[config.mk]
export PLATFORM = sky130hd
export DESIGN_NAME = rss_reset_source_sequencer
export DESIGN_NICKNAME = d
export VERILOG_FILES = /design/src/rtl/rss_pkg.sv /design/src/rtl/rss_reset_source_sequencer.sv
export SDC_FILE = /design/constraint.sdc
export NUM_CORES = 1
export LEC_CHECK = 0
export BUFFER_PORTS_ARGS = -buffer_cell sky130_fd_sc_hd__buf_2
export CORE_MARGIN = 1.5
export CORE_UTILIZATION = 49
export DETAILED_ROUTE_END_ITERATION = 8
export PLACE_DENSITY = 0.8
export RECOVER_POWER = 100
export SYNTH_ARGS = -nofsm -noshare
export SYNTH_HDL_FRONTEND = slang
export SYNTH_SLANG_ARGS = --single-unit
[constraint.sdc]
create_clock -name clk_sys_i -period 4.25 [get_ports clk_sys_i]
set_clock_uncertainty 0.05 [all_clocks]
set_input_delay 0.2125 -clock clk_sys_i [delete_from_list [all_inputs] [get_ports clk_sys_i]]
set_output_delay 0.2125 -clock clk_sys_i [all_outputs]
set_load 0.01 [all_outputs]
[src/rtl/rss_pkg.sv]
`default_nettype none
package rss_pkg;
   localparam logic [1:0] BOR_MODE_OFF = 2'b00;
   localparam logic [1:0] BOR_MODE_SW = 2'b01;
   localparam logic [1:0] BOR_MODE_NOSLEEP = 2'b10;
   localparam logic [1:0] BOR_MODE_ON = 2'b11;
   localparam int CLK_MHZ = 200;
   localparam int POWERUP_TIMER_MS = 64;
   localparam int POWERUP_TIMER_CYCLES = POWERUP_TIMER_MS * 1000 * CLK_MHZ;
   localparam int FILTER_NS = 50;
   localparam int FILTER_CYCLES = (FILTER_NS * CLK_MHZ + 999) / 1000;
   localparam int RELEASE_CYCLES = 10;
   localparam logic [3:0] ADDR_BROWNOUT_CTRL = 4'h0;
   localparam logic [3:0] ADDR_RESET_CAUSE = 4'h1;
   localparam logic [3:0] ADDR_STATUS = 4'h2;
   localparam logic [3:0] ADDR_CONFIG = 4'h3;
   // Unimplemented bit 5 reads as zero
   localparam logic [7:0] CAUSE_RESET_VAL = 8'h1c;
   localparam logic [1:0] STATUS_RESET_VAL = 2'h3;
   localparam logic [14:0] PC_RESET_VEC = 15'h0000;
   localparam logic [14:0] PC_IRQ_VEC = 15'h0004;
   localparam int BIT_SW_BROWNOUT_ENABLE = 7;
   localparam int BIT_RDY = 0;
   typedef struct packed {
      logic [1:0] brownout_mode_cfg;
      logic low_power_brownout_en;
      logic ext_reset_pin_enable;
      logic low_voltage_prog_enable;
      logic stack_reset_enable;
      logic powerup_timer_disable_n;
      logic ost_required;
   } rss_cfg_type;
   typedef struct packed {
      logic por;
      logic bor_trip;
      logic bor_ready;
      logic low_power_brownout_trip;
      logic watchdog_timeout;
      logic reset_instr;
      logic stack_overflow;
      logic stack_underflow;
      logic prog_exit;
      logic sleep;
      logic wake_wdt;
      logic wake_irq;
      logic global_irq_enable;
      logic ost_done;
   } rss_event_type;
endpackage : rss_pkg
`default_nettype wire

[src/rtl/rss_reset_source_sequencer.sv]
`default_nettype none
module rss_reset_source_sequencer #(
   parameter int POWERUP_TIMER_COUNT = rss_pkg::POWERUP_TIMER_CYCLES
) (
   input wire logic clk_sys_i,
   input wire logic reset_i,
   input wire rss_pkg::rss_cfg_type cfg_i,
   input wire rss_pkg::rss_event_type evt_i,
   input wire logic ext_reset_pin_i,
   input wire logic [14:0] pc_i,
   input wire logic [3:0] addr_i,
   input wire logic [7:0] wdata_i,
   input wire logic wr_i,
   input wire logic rd_i,
   output logic [7:0] rdata_o,
   output logic core_reset_o,
   output logic cpu_run_o,
   output logic pc_load_o,
   output logic [14:0] pc_o,
   output logic push_return_o,
   output logic pin_pullup_o,
   output logic pin_drive_low_o,
   output logic bor_active_o
);
   import rss_pkg::*;

   typedef enum logic [1:0] {
      ST_RESET = 2'b00,
      ST_WAIT = 2'b01,
      ST_RUN = 2'b10,
      ST_SLEEP = 2'b11
   } rss_state_type;

   rss_state_type state;
   logic sw_brownout_enable;
   logic brownout_ready_flag;
   logic pullup_sw;
   logic [7:0] reset_cause_reg;
   logic timeout_flag;
   logic powerdown_flag;
   logic [31:0] powerup_timer_cnt;
   logic [7:0] filt_cnt;
   logic pin_low_filt;
   logic [3:0] rel_cnt;
   logic last_was_power;
   logic pin_en;
   logic bor_en;
   logic low_power_brownout_trip;
   logic bor_trip;
   logic generic_bor;
   logic wdt_rst;
   logic stack_rst;
   logic soft_rst;
   logic any_rst;
   logic wait_bor;
   logic powerup_timer_done;
   logic start_ok;

   assign pin_en = cfg_i.ext_reset_pin_enable | cfg_i.low_voltage_prog_enable;

   always_comb
   begin
      case (cfg_i.brownout_mode_cfg)
         BOR_MODE_ON: bor_en = 1'b1;
         BOR_MODE_NOSLEEP: bor_en = (state != ST_SLEEP);
         BOR_MODE_SW: bor_en = sw_brownout_enable;
         default: bor_en = 1'b0;
      endcase
   end

   // Main detector only protects once it reports ready
   assign bor_trip = bor_en & evt_i.bor_ready & evt_i.bor_trip;
   assign low_power_brownout_trip = cfg_i.low_power_brownout_en & evt_i.low_power_brownout_trip;
   assign generic_bor = bor_trip | low_power_brownout_trip;
   assign wdt_rst = evt_i.watchdog_timeout & (state != ST_SLEEP);
   assign stack_rst = cfg_i.stack_reset_enable
      & (evt_i.stack_overflow | evt_i.stack_underflow);
   assign soft_rst = wdt_rst | evt_i.reset_instr | stack_rst | evt_i.prog_exit;
   assign any_rst = evt_i.por | generic_bor | soft_rst | pin_low_filt;
   assign powerup_timer_done = ~cfg_i.powerup_timer_disable_n | (powerup_timer_cnt == 32'(POWERUP_TIMER_COUNT));

   always_comb
   begin
      case (cfg_i.brownout_mode_cfg)
         BOR_MODE_NOSLEEP: wait_bor = 1'b1;
         BOR_MODE_SW: wait_bor = sw_brownout_enable | last_was_power;
         default: wait_bor = 1'b0;
      endcase
   end

   assign start_ok = ~wait_bor | (evt_i.bor_ready & ~evt_i.bor_trip);

   // Pin noise filter: low must persist before reset is taken
   always_ff @(posedge clk_sys_i or posedge reset_i)
   begin
      if (reset_i)
      begin
         filt_cnt <= 8'h00;
         pin_low_filt <= 1'b0;
      end
      else if (!pin_en || ext_reset_pin_i)
      begin
         filt_cnt <= 8'h00;
         pin_low_filt <= 1'b0;
      end
      else if (filt_cnt == 8'(FILTER_CYCLES))
         pin_low_filt <= 1'b1;
      else
         filt_cnt <= filt_cnt + 8'h01;
   end

   // Power-up timer runs regardless of the pin
   always_ff @(posedge clk_sys_i or posedge reset_i)
   begin
      if (reset_i)
         powerup_timer_cnt <= 32'h0;
      else if (evt_i.por || generic_bor)
         powerup_timer_cnt <= 32'h0;
      else if (powerup_timer_cnt != 32'(POWERUP_TIMER_COUNT))
         powerup_timer_cnt <= powerup_timer_cnt + 32'h1;
   end

   always_ff @(posedge clk_sys_i or posedge reset_i)
   begin
      if (reset_i)
      begin
         state <= ST_RESET;
         rel_cnt <= 4'h0;
         core_reset_o <= 1'b1;
         cpu_run_o <= 1'b0;
      end
      else
      begin
         case (state)
            ST_RESET:
            begin
               rel_cnt <= 4'h0;
               if (!any_rst)
                  state <= ST_WAIT;
            end
            ST_WAIT:
            begin
               if (any_rst)
                  state <= ST_RESET;
               else if (powerup_timer_done && evt_i.ost_done && start_ok)
               begin
                  if (rel_cnt == 4'(RELEASE_CYCLES - 1))
                     state <= ST_RUN;
                  else
                     rel_cnt <= rel_cnt + 4'h1;
               end
            end
            ST_RUN:
            begin
               if (any_rst)
                  state <= ST_RESET;
               else if (evt_i.sleep)
                  state <= ST_SLEEP;
            end
            default:
            begin
               if (any_rst)
                  state <= ST_RESET;
               else if ((evt_i.wake_wdt || evt_i.wake_irq) && start_ok)
                  state <= ST_RUN;
            end
         endcase
         // Core stays held through the whole start-up wait
         core_reset_o <= any_rst | (state == ST_RESET) | (state == ST_WAIT);
         cpu_run_o <= (state == ST_RUN) & ~any_rst;
      end
   end

   // Flags: other resets change only their own cause; power-on and brown-out also rewrite the other cause bits, except bit 0 on power-on and bit 1 on brown-out
   always_ff @(posedge clk_sys_i or posedge reset_i)
   begin
      if (reset_i)
      begin
         reset_cause_reg <= CAUSE_RESET_VAL;
         {timeout_flag, powerdown_flag} <= STATUS_RESET_VAL;
         last_was_power <= 1'b1;
      end
      else if (evt_i.por)
      begin
         reset_cause_reg <= {2'b00, 1'b0, 3'b111, 1'b0, reset_cause_reg[0]};
         {timeout_flag, powerdown_flag} <= 2'b11;
         last_was_power <= 1'b1;
      end
      else if (generic_bor)
      begin
         reset_cause_reg <= {2'b00, 1'b0, 1'b1, 2'b11, reset_cause_reg[1], 1'b0};
         {timeout_flag, powerdown_flag} <= 2'b11;
         last_was_power <= 1'b1;
      end
      else
      begin
         if (wr_i && addr_i == ADDR_RESET_CAUSE)
            reset_cause_reg <= {wdata_i[7:6], 1'b0, wdata_i[4:0]};
         if (wr_i && addr_i == ADDR_STATUS)
            {timeout_flag, powerdown_flag} <= wdata_i[1:0];
         // Hardware events win over a same-cycle software write
         if (evt_i.stack_overflow && stack_rst)
            reset_cause_reg[7] <= 1'b1;
         if (evt_i.stack_underflow && stack_rst)
            reset_cause_reg[6] <= 1'b1;
         if (wdt_rst)
         begin
            reset_cause_reg[4] <= 1'b0;
            timeout_flag <= 1'b0;
         end
         if (pin_low_filt && state != ST_RESET)
         begin
            reset_cause_reg[3] <= 1'b0;
            if (state == ST_SLEEP)
            begin
               timeout_flag <= 1'b1;
               powerdown_flag <= 1'b0;
            end
         end
         if (evt_i.reset_instr)
            reset_cause_reg[2] <= 1'b0;
         if (state == ST_RUN && evt_i.sleep)
         begin
            timeout_flag <= 1'b1;
            powerdown_flag <= 1'b0;
         end
         if (state == ST_SLEEP && evt_i.wake_wdt)
         begin
            timeout_flag <= 1'b0;
            powerdown_flag <= 1'b0;
         end
         if (soft_rst || pin_low_filt)
            last_was_power <= 1'b0;
      end
   end

   // Program counter result
   always_ff @(posedge clk_sys_i or posedge reset_i)
   begin
      if (reset_i)
      begin
         pc_o <= PC_RESET_VEC;
         pc_load_o <= 1'b0;
         push_return_o <= 1'b0;
      end
      else if (state == ST_WAIT && !any_rst && powerup_timer_done && evt_i.ost_done && start_ok
               && rel_cnt == 4'(RELEASE_CYCLES - 1))
      begin
         pc_o <= PC_RESET_VEC;
         pc_load_o <= 1'b1;
         push_return_o <= 1'b0;
      end
      else if (state == ST_SLEEP && !any_rst && start_ok
               && (evt_i.wake_wdt || evt_i.wake_irq))
      begin
         pc_load_o <= 1'b1;
         if (evt_i.wake_irq && evt_i.global_irq_enable)
         begin
            pc_o <= PC_IRQ_VEC;
            push_return_o <= 1'b1;
         end
         else
         begin
            pc_o <= 15'(pc_i + 15'h1);
            push_return_o <= 1'b0;
         end
      end
      else
      begin
         pc_load_o <= 1'b0;
         push_return_o <= 1'b0;
      end
   end

   // Brownout control and pull-up registers
   always_ff @(posedge clk_sys_i or posedge reset_i)
   begin
      if (reset_i)
      begin
         sw_brownout_enable <= 1'b1;
         pullup_sw <= 1'b0;
      end
      else if (wr_i && addr_i == ADDR_BROWNOUT_CTRL)
         sw_brownout_enable <= wdata_i[BIT_SW_BROWNOUT_ENABLE];
      else if (wr_i && addr_i == ADDR_CONFIG)
         pullup_sw <= wdata_i[0];
   end

   always_ff @(posedge clk_sys_i or posedge reset_i)
   begin
      if (reset_i)
      begin
         brownout_ready_flag <= 1'b0;
         bor_active_o <= 1'b0;
         pin_pullup_o <= 1'b1;
         pin_drive_low_o <= 1'b0;
      end
      else
      begin
         brownout_ready_flag <= bor_en & evt_i.bor_ready;
         bor_active_o <= bor_en & evt_i.bor_ready;
         pin_pullup_o <= pin_en | pullup_sw;
         pin_drive_low_o <= 1'b0;
      end
   end

   always_ff @(posedge clk_sys_i or posedge reset_i)
   begin
      if (reset_i)
         rdata_o <= 8'h00;
      else if (!rd_i)
         rdata_o <= 8'h00;
      else if (addr_i == ADDR_BROWNOUT_CTRL)
         rdata_o <= {sw_brownout_enable, 6'h00, brownout_ready_flag};
      else if (addr_i == ADDR_RESET_CAUSE)
         rdata_o <= reset_cause_reg;
      else if (addr_i == ADDR_STATUS)
         rdata_o <= {6'h00, timeout_flag, powerdown_flag};
      else if (addr_i == ADDR_CONFIG)
         rdata_o <= {7'h00, pullup_sw};
      else
         rdata_o <= 8'h00;
   end
endmodule // rss_reset_source_sequencer
`default_nettype wire

==> run summary, run 1 <==
The fraction of final layout cells with drive strength greater than 1 came out at 18.0%. The die footprint is 0.0102 sq mm. The final net count is 611. Buffers inserted to repair hold after CTS numbered 2. The path depth of the worst reg2reg path is 6. The share of Yosys cell area claimed by the top area cell type is 41.6%. The count of state elements after synthesis is 87. At the end of routability-driven placement, the weighted congestion stood at 0.887. STA classifies the critical path startpoint as a register.

Static timing analysis puts the maximum clock frequency at 324 MHz. The first-pass GRT wire length is 16.8 mm. For this run, design rule violations remaining after detail routing come to 0. The final count of hold timing violations came out at 0. The tree is rooted in a sky130_fd_sc_hd__clkbuf_8. The repair_antennas step left the layout with diodes totalling 0.

The endpoint kind of the worst setup timing path is a register. TritonCTS built the clock tree. The CTS buffer count came out at 9. Ranked by total cell area, the synthesized netlist is headed by sky130_fd_sc_hd__dfrtp_1 42%, sky130_fd_sc_hd__xor2_1 5.8%, sky130_fd_sc_hd__dfstp_2 5.0%, sky130_fd_sc_hd__nor2_1 4.6%, sky130_fd_sc_hd__ha_1 2.9%. The layout overhead on the synthesized area came out at 14.4%. The final critical delay including setup and external delays came out at 3.09 ns. The maximum cell stage delay along the critical path is 0.92 ns. The number of nets with antenna violations after routing is 0. The later-pin clock latency in the skew report came out at 0.36 ns.

The pin slew with the least headroom to its limit came out at 1.62 ns. The area inside the core boundary is 0.00924 sq mm. The number of flops mapped to enable cells by yosys came out at 0. The post-route clock period utilization came out at 72.6%. The max-slew violation count is 38. The predominant post-synthesis flop cell is sky130_fd_sc_hd__dfrtp_1.

The number of antenna violations at the first check in global routing came out at 1. The path class of the tightest hold or removal check is input pin to register. The checks that failed: capacitance limit, slew limit. The die width is 101 um. The routed layout has 3,758 vias. By instance count, the leading cell after synthesis is sky130_fd_sc_hd__dfrtp_1.

The maximum number of pins on one net before global-route repair is 52. The largest total area in the synthesized netlist belongs to sky130_fd_sc_hd__dfrtp_1. Setup repair after global routing left no endpoint under its margin. Sorting the synthesized cells by how often they occur yields 78 x sky130_fd_sc_hd__dfrtp_1, 57 x sky130_fd_sc_hd__nor2_1, 35 x sky130_fd_sc_hd__nand2_1. The most critical setup path has its startpoint at state[1]$_DFFE_PP0P_.

The initial core utilization is 50.7%. The final routed wirelength across all metal layers came out at 10.2 mm. The termination of the worst setup path is pc_o[11]$_DFFE_PP0P_. The run finished, with violations left. The buffer count from post-CTS setup fixing came out at 0. The global router's overall resource usage is 20.8%. The ratio of total power to cell area came out at 300 mW/mm^2. Counting every sink on the clock net gives 87. The share of synthesized area occupied by flip-flops and latches came out at 46.7%. The clock tree synthesis step divided the H-tree into 3 levels.

In this run the critical register-to-register path is launched from state[1]$_DFFE_PP0P_. The worst hold path stage count is 2. The number of unique standard cell types used by synthesis came out at 66. The destination of the worst register-to-register timing path is pc_o[11]$_DFFE_PP0P_.

Setup violations remaining at the end of the flow were counted as 0. powerup_timer_cnt holds more flip-flops than any other register. The setup TNS is 0 ns. The detailed-route vias per instance came out at 5.53.

In this run the worst path has a maximum fanout of 31. The number of warnings reported in the yosys synthesis log came out at 0. The flip-flop count of the largest register, all copies and words added came out at 32.

Counting every instance in the synthesized netlist gives 466. The worst setup path is of the register to register kind. After synthesis, the share of flip-flops with an asynchronous set or reset is 100%. The number of iterations in the first detailed-routing pass came out at 5. In this run, the number of DRC markers left after iteration 0 of detailed routing was 174.

The worst slew margin relative to its limit is -8.56%. Averaged over all synthesized cells, the footprint is 10.1 sq um. The buffer depth of the longest clock path is 2. Summed over all nets, the half-perimeter wirelength after detailed placement is 7.30 mm. The max-capacitance violation count is 1. The peak ir drop on the vdd network is 0.000151 V. Buffers placed on the I/O ports in this run total 79. The cell area after synthesis came out at 0.00469 sq mm.

The final worst slack is 1.16 ns. The standard-cell row count is 35. After clock tree synthesis, the repair step resized 0 gates. The required time reported for the critical path endpoint is 4.44 ns. The worst-case setup slack after placement is 1.79 ns. The die extent in y came out at 101 um. The master of the slowest instance on the critical path is sky130_fd_sc_hd__clkbuf_1. Setup slack on the worst reg-to-reg path comes out at 1.16 ns. Walking the worst path, the cells encountered are a21boi_0 > o2111ai_1 > nand4_1 > clkbuf_1 > nor3_1 > a31o_2. The clock slew seen by the registers of the worst setup and hold paths is 0.10 ns. The total I/O pin count came out at 84. The via count of the first global-routing pass is 3,604. The final routed wire length divided by cell count is 15.0 um. For the worst setup path, the data arrival time is 3.27 ns. The overflow left after global routing is 0. The static leakage came out at 2.35 nW. The largest registers in the layout are powerup_timer_cnt x32, pc_o x15, filt_cnt x8.
==> layout make-up <==
type / count / area (sq um)
Tap cell: 129 / 161
Sequential cell: 87 / 2190
Fill cell: 786 / 3870
Clock inverter: 7 / 90.1
Timing Repair Buffer: 85 / 405
Multi-Input combinational cell: 348 / 2340
Inverter: 15 / 57.6
Clock buffer: 9 / 124
==> metrics by stage <==
stage / cells / util, % / hold WS, ns / cell area [sq um] / power, mW
floorplan: 467 / - / 0.229 / 4690 / 0.953
global placement: 661 / 56.1 / 0.252 / 5180 / 1.01
detailed placement: 661 / 56.1 / 0.262 / 5180 / 1.01
CTS: 679 / 58.6 / 0.00211 / 5420 / 1.62
global route: 680 / 58.1 / 0.00273 / 5370 / 1.68
finish: 680 / 58.1 / 0.0116 / 5370 / 1.61
==> worst min-delay path by stage <==
stage	start	endpoint
2_1_floorplan	evt_i[13]	reset_cause_reg[1]$_DFFE_PP0P_
3_3_place_gp	reset_i	rel_cnt[0]$_DFFE_PP0P_
3_5_place_dp	reset_i	rel_cnt[1]$_DFFE_PP0P_
4_1_cts	evt_i[13]	reset_cause_reg[1]$_DFFE_PP0P_
5_1_grt	cfg_i[4]	pin_pullup_o$_DFF_PP1_
6_report	cfg_i[4]	pin_pullup_o$_DFF_PP1_
==> cell usage in the layout (no fill, tap or decap), types with 3 or more instances in the layout <==
master	instances
sky130_fd_sc_hd__o21ai_0	13
sky130_fd_sc_hd__o21bai_1	3
sky130_fd_sc_hd__a31o_2	4
sky130_fd_sc_hd__nand2_1	35
sky130_fd_sc_hd__nor3b_1	4
sky130_fd_sc_hd__buf_2	50
sky130_fd_sc_hd__a31o_1	9
sky130_fd_sc_hd__xnor2_1	14
sky130_fd_sc_hd__nand3_1	18
sky130_fd_sc_hd__clkbuf_8	9
sky130_fd_sc_hd__and2_0	6
sky130_fd_sc_hd__a21o_1	3
sky130_fd_sc_hd__nor2b_1	4
sky130_fd_sc_hd__a211oi_1	3
sky130_fd_sc_hd__inv_1	14
sky130_fd_sc_hd__nand4_1	16
sky130_fd_sc_hd__and3_1	6
sky130_fd_sc_hd__mux2_2	3
sky130_fd_sc_hd__ha_1	11
sky130_fd_sc_hd__xor2_1	31
sky130_fd_sc_hd__nor3_1	18
sky130_fd_sc_hd__dfrtp_1	78
sky130_fd_sc_hd__or3_1	7
sky130_fd_sc_hd__and2_1	4
sky130_fd_sc_hd__clkbuf_1	30
sky130_fd_sc_hd__nor4_1	3
sky130_fd_sc_hd__dlygate4sd3_1	3
sky130_fd_sc_hd__and4_1	4
sky130_fd_sc_hd__a32o_1	3
sky130_fd_sc_hd__a21oi_1	14
sky130_fd_sc_hd__dfstp_2	7
sky130_fd_sc_hd__nor2_1	57
sky130_fd_sc_hd__mux2i_1	11
==> critical path, delay by kind of cell, from the launching register on <==
family / cells / cell delay (ns)
and+or+nand+nor: 2 / 0.37
buffers and inverters: 1 / 0.92
DFF: 1 / 0.56
AOI/OAI and AO/OA: 3 / 1.05
==> layer usage <==
layer / part of all wire (%) / routed length [um] / GRT usage (%)
met5: 0.12 / 12 / 0
met4: 2.3 / 233 / 7.58
met3: 5.0 / 513 / 4.37
met2: 48 / 4920 / 33.6
met1: 44 / 4520 / 27.7
==> power breakdown <==
part / switching, mW / total [mW] / internal [mW]
clock network: 0.334 / 0.620 / 0.286
registers: 0.0132 / 0.859 / 0.846
logic: 0.0802 / 0.133 / 0.0531
total: 0.427 / 1.61 / 1.18
==> kinds of logic (layout without fill, tap and decap cells) <==
group / Yosys count / after routing / synth area share (%)
xor gates and xnor gates: 45 / 45 / 8.41
muxes: 15 / 15 / 3.55
and+or+nand+nor: 205 / 205 / 24.1
adders and majority gates: 11 / 11 / 2.94
AOI/OAI and AO/OA: 70 / 70 / 11.1
other: 1 / 2 / 0.0800
DFF: 87 / 87 / 46.7
buffers and inverters: 32 / 116 / 3.12
Power figures use the tool's default switching activity.
==> run 2: changes to the inputs <==
- clock period: 4.25 -> 3.2 ns (I/O delays scaled with it)
==> run 2 against run 1 <==
Against the previous run:
- the flow now finishes without violations
- total power grew 30%
- worst setup slack lost 0.53 ns
- sequential power rose by 33%
- critical path type unchanged
- hold slack is essentially flat
- sequential share of layout area decreased by 0.40 points
- largest cell class unchanged
- maximum frequency rose by 20%
- die area unchanged
- cell count up 0.88%
==> run summary, run 2 (synthesized netlist as in run 1, its figures left out) <==
The path type of the worst setup path is register to register (unchanged). The worst slew margin relative to its limit was 28.7% (was -8.56%). The count of unresolved DRC violations after routing was 0 (unchanged). The count of inserted antenna diode cells came out at 0 (unchanged). The setup TNS came out at 0 ns (unchanged). The layout overhead on the synthesized area came out at 15.6% (was 14.4%). Most frequent cells in the layout: 78 x sky130_fd_sc_hd__dfrtp_1, 57 x sky130_fd_sc_hd__nor2_1, 49 x sky130_fd_sc_hd__buf_2 (was 78 x sky130_fd_sc_hd__dfrtp_1, 57 x sky130_fd_sc_hd__nor2_1, 50 x sky130_fd_sc_hd__buf_2). The flip-flop count of the largest register, all copies and words added came to 32 (unchanged). The area of combinational cells with multiple inputs is 0.00235 sq mm (was 0.00234 sq mm). Registers with the most flip-flops: powerup_timer_cnt x32, pc_o x15, filt_cnt x8 (unchanged).

The final net count came out at 617 (was 611). The area inside the core boundary is 0.00924 sq mm (unchanged). The number of antenna violations at the first check in global routing is 0 (was 1).

The routability congestion estimate came out at 0.894 (was 0.887). The maximum number of pins on one net before global-route repair was 37 (was 52). The H-tree depth reported by CTS is 3 (unchanged). The max-slew violation count came to 0 (was 38). The maximum clock frequency was 390 MHz (was 324 MHz).

The CTS buffer count came out at 9 (unchanged). The via count of the first global-routing pass is 3,683 (was 3,604). The ratio of total power to cell area is 387 mW/mm^2 (was 300 mW/mm^2). The overflow left after global routing came to 0 (unchanged).

The buffer count from post-CTS setup fixing is 0 (unchanged). The endpoint kind of the worst setup timing path is a register (unchanged). The first-pass GRT wire length is 16.8 mm (about the same).

The cell count after placement came out at 663 (was 661). The utilization after layout came out at 58.6% (was 58.1%). The most common library cell in the layout ignoring fill and taps is sky130_fd_sc_hd__dfrtp_1 (unchanged). Status: finished clean (was complete, but fails checks).

The count of buffering cells on the critical path with inverters included was 1 (unchanged). The worst min-delay path category is input pin to register (unchanged). The fraction of final layout cells with drive strength greater than 1 is 18.3% (was 18.0%).

The total I/O pin count is 84 (unchanged). The master of the slowest instance on the critical path is sky130_fd_sc_hd__o21ai_0 (was sky130_fd_sc_hd__clkbuf_1). The number of nets with antenna violations after routing is 0 (unchanged). The setup-violating endpoint count in the final report is 0 (unchanged).

The buffer depth of the longest clock path came out at 2 (unchanged). The max-capacitance violation count is 0 (was 1). The die extent in y came out at 101 um (unchanged).

The pin slew with the least headroom to its limit came to 1.06 ns (was 1.62 ns). The standard-cell row count is 35 (unchanged). The number of iterations in the first detailed-routing pass was 4 (was 5). The CTS root buffer was sky130_fd_sc_hd__clkbuf_8 (unchanged). The largest fanout on the critical path came out at 16 (was 31). The final routed wire length divided by cell count is 14.7 um (was 15.0 um).

The final count of hold timing violations is 0 (unchanged). The clock tree from TritonCTS is done (unchanged). The post-route clock period utilization was 80.1% (was 72.6%). The post-cts resize count came out at 0 (unchanged). The final routed wirelength across all metal layers is 10.1 mm (was 10.2 mm). The later-pin clock latency in the skew report was 0.36 ns (about the same).

The static leakage came out at 2.37 nW (was 2.35 nW). The global router's overall resource usage came to 20.9% (was 20.8%). The kind of start point of the critical path is a register (unchanged). The maximum cell stage delay along the critical path was 0.50 ns (was 0.92 ns). The overall via count from detail_route came out at 3,776 (was 3,758). The die width is 101 um (unchanged).

The critical path's top delay family was compound AO/OA/AOI/OAI gates (unchanged). The detailed-route vias per instance is 5.50 (was 5.53). The number of fill cells was 826 (was 786). The worst endpoint data arrival time is 2.75 ns (was 3.27 ns). The die footprint is 0.0102 sq mm (unchanged).

The placed wire-length estimate after detailed placement is 7.44 mm (was 7.30 mm). RSZ-0062 raised after global routing: false (unchanged). The initial core utilization is 50.7% (unchanged). The peak ir drop on the vdd network was 0.000211 V (was 0.000151 V). The count of clock tree sinks is 87 (unchanged). The number of buffers added to fix hold violations after cts came out at 7 (was 2). The clock slew seen by the registers of the worst setup and hold paths came to 0.09 ns (was 0.10 ns).

The number of standard cells in the final layout excluding fillers is 686 (was 680). The count of input and output buffers came to 79 (unchanged). The final critical delay including setup and external delays was 2.56 ns (was 3.09 ns). The final worst slack is 0.636 ns (was 1.16 ns). The worst-case setup slack after placement came out at 0.943 ns (was 1.79 ns). The footprint of the flip-flops and latches is 0.00219 sq mm (unchanged). The largest register by flop count is powerup_timer_cnt (unchanged). The violation count after the first detailed-routing iteration came out at 178 (was 174). Cell breakdown of the critical path: inv_1 > ha_1 > nor4b_1 > nand4_1 > o21ai_0 > nand4_4 > a32o_1 (was a21boi_0 > o2111ai_1 > nand4_1 > clkbuf_1 > nor3_1 > a31o_2). The total design power is 2.09 mW (was 1.61 mW). The required time reported for the critical path endpoint is 3.39 ns (was 4.44 ns).
==> run 2: cell types whose count changed in the layout (fill, tap and decap cells not counted), moves of 2 or more <==
cell / delta
sky130_fd_sc_hd__buf_4: +2
sky130_fd_sc_hd__clkbuf_2: +2
sky130_fd_sc_hd__clkinv_4: +2
sky130_fd_sc_hd__dlygate4sd3_1: +4
sky130_fd_sc_hd__inv_8: -2
==> run 2: where the power goes <==
part / internal [mW] / switching (mW) / total, mW
combinational: 0.0763 / 0.108 / 0.184
clock: 0.365 / 0.403 / 0.768
sequential: 1.12 / 0.0185 / 1.14
==> run 2: worst reg2reg max path: stages (launching register included) <==
cell                      delay [ns]
sky130_fd_sc_hd__dfrtp_1        0.43
sky130_fd_sc_hd__inv_1          0.11
sky130_fd_sc_hd__ha_1           0.16
sky130_fd_sc_hd__nor4b_1        0.24
sky130_fd_sc_hd__nand4_1        0.23
sky130_fd_sc_hd__o21ai_0        0.50
sky130_fd_sc_hd__nand4_4        0.35
sky130_fd_sc_hd__a32o_1         0.37
==> run 2: layout make-up <==
| class | count | area share [%] |
|---|---|---|
| Inverter | 15 | 1.06 |
| Timing Repair Buffer | 91 | 8.52 |
| Multi-Input combinational cell | 348 | 43.4 |
| Clock inverter | 6 | 1.27 |
| Sequential cell | 87 | 40.4 |
| Clock buffer | 10 | 2.36 |
| Tap cell | 129 | 2.98 |
==> run 2: metrics by stage <==
stage / hold WS (ns) / instance area [sq um]
after global placement: 0.108 / 5200
after CTS: 0.000818 / 5460
final: 0.0120 / 5420
after global routing: 0.00580 / 5420
after floorplan: 0.176 / 4690
after detailed placement: 0.118 / 5200
==> run 2: metal layers <==
layer | wire [um] | global-route usage, % | vias to the layer above
met5 | 0 | 0 | -
met4 | 212 | 7.69 | 0
met3 | 451 | 4.44 | 19
met2 | 4850 | 34.1 | 90
met1 | 4560 | 27.4 | 1844
li1 | - | - | 1823
==> run 2: final timing paths <==
path,startpoint,end,slack [ns],cells past startpoint
worst min register to register,reset_cause_reg[0]$_DFFE_PP0P_,reset_cause_reg[0]$_DFFE_PP0P_,0.45,1
min in group asynchronous,reset_i,filt_cnt[7]$_DFFE_PP0P_,0.47,3
worst min-delay path,wdata_i[7],sw_brownout_enable$_DFFE_PP1P_,0.01,2
worst max register to register,powerup_timer_cnt[0]$_DFFE_PP0P_,pc_o[12]$_DFFE_PP0P_,0.64,7
worst max-delay path,powerup_timer_cnt[0]$_DFFE_PP0P_,pc_o[12]$_DFFE_PP0P_,0.64,7
max in group asynchronous,reset_i,pc_o[10]$_DFFE_PP0P_,1.25,4
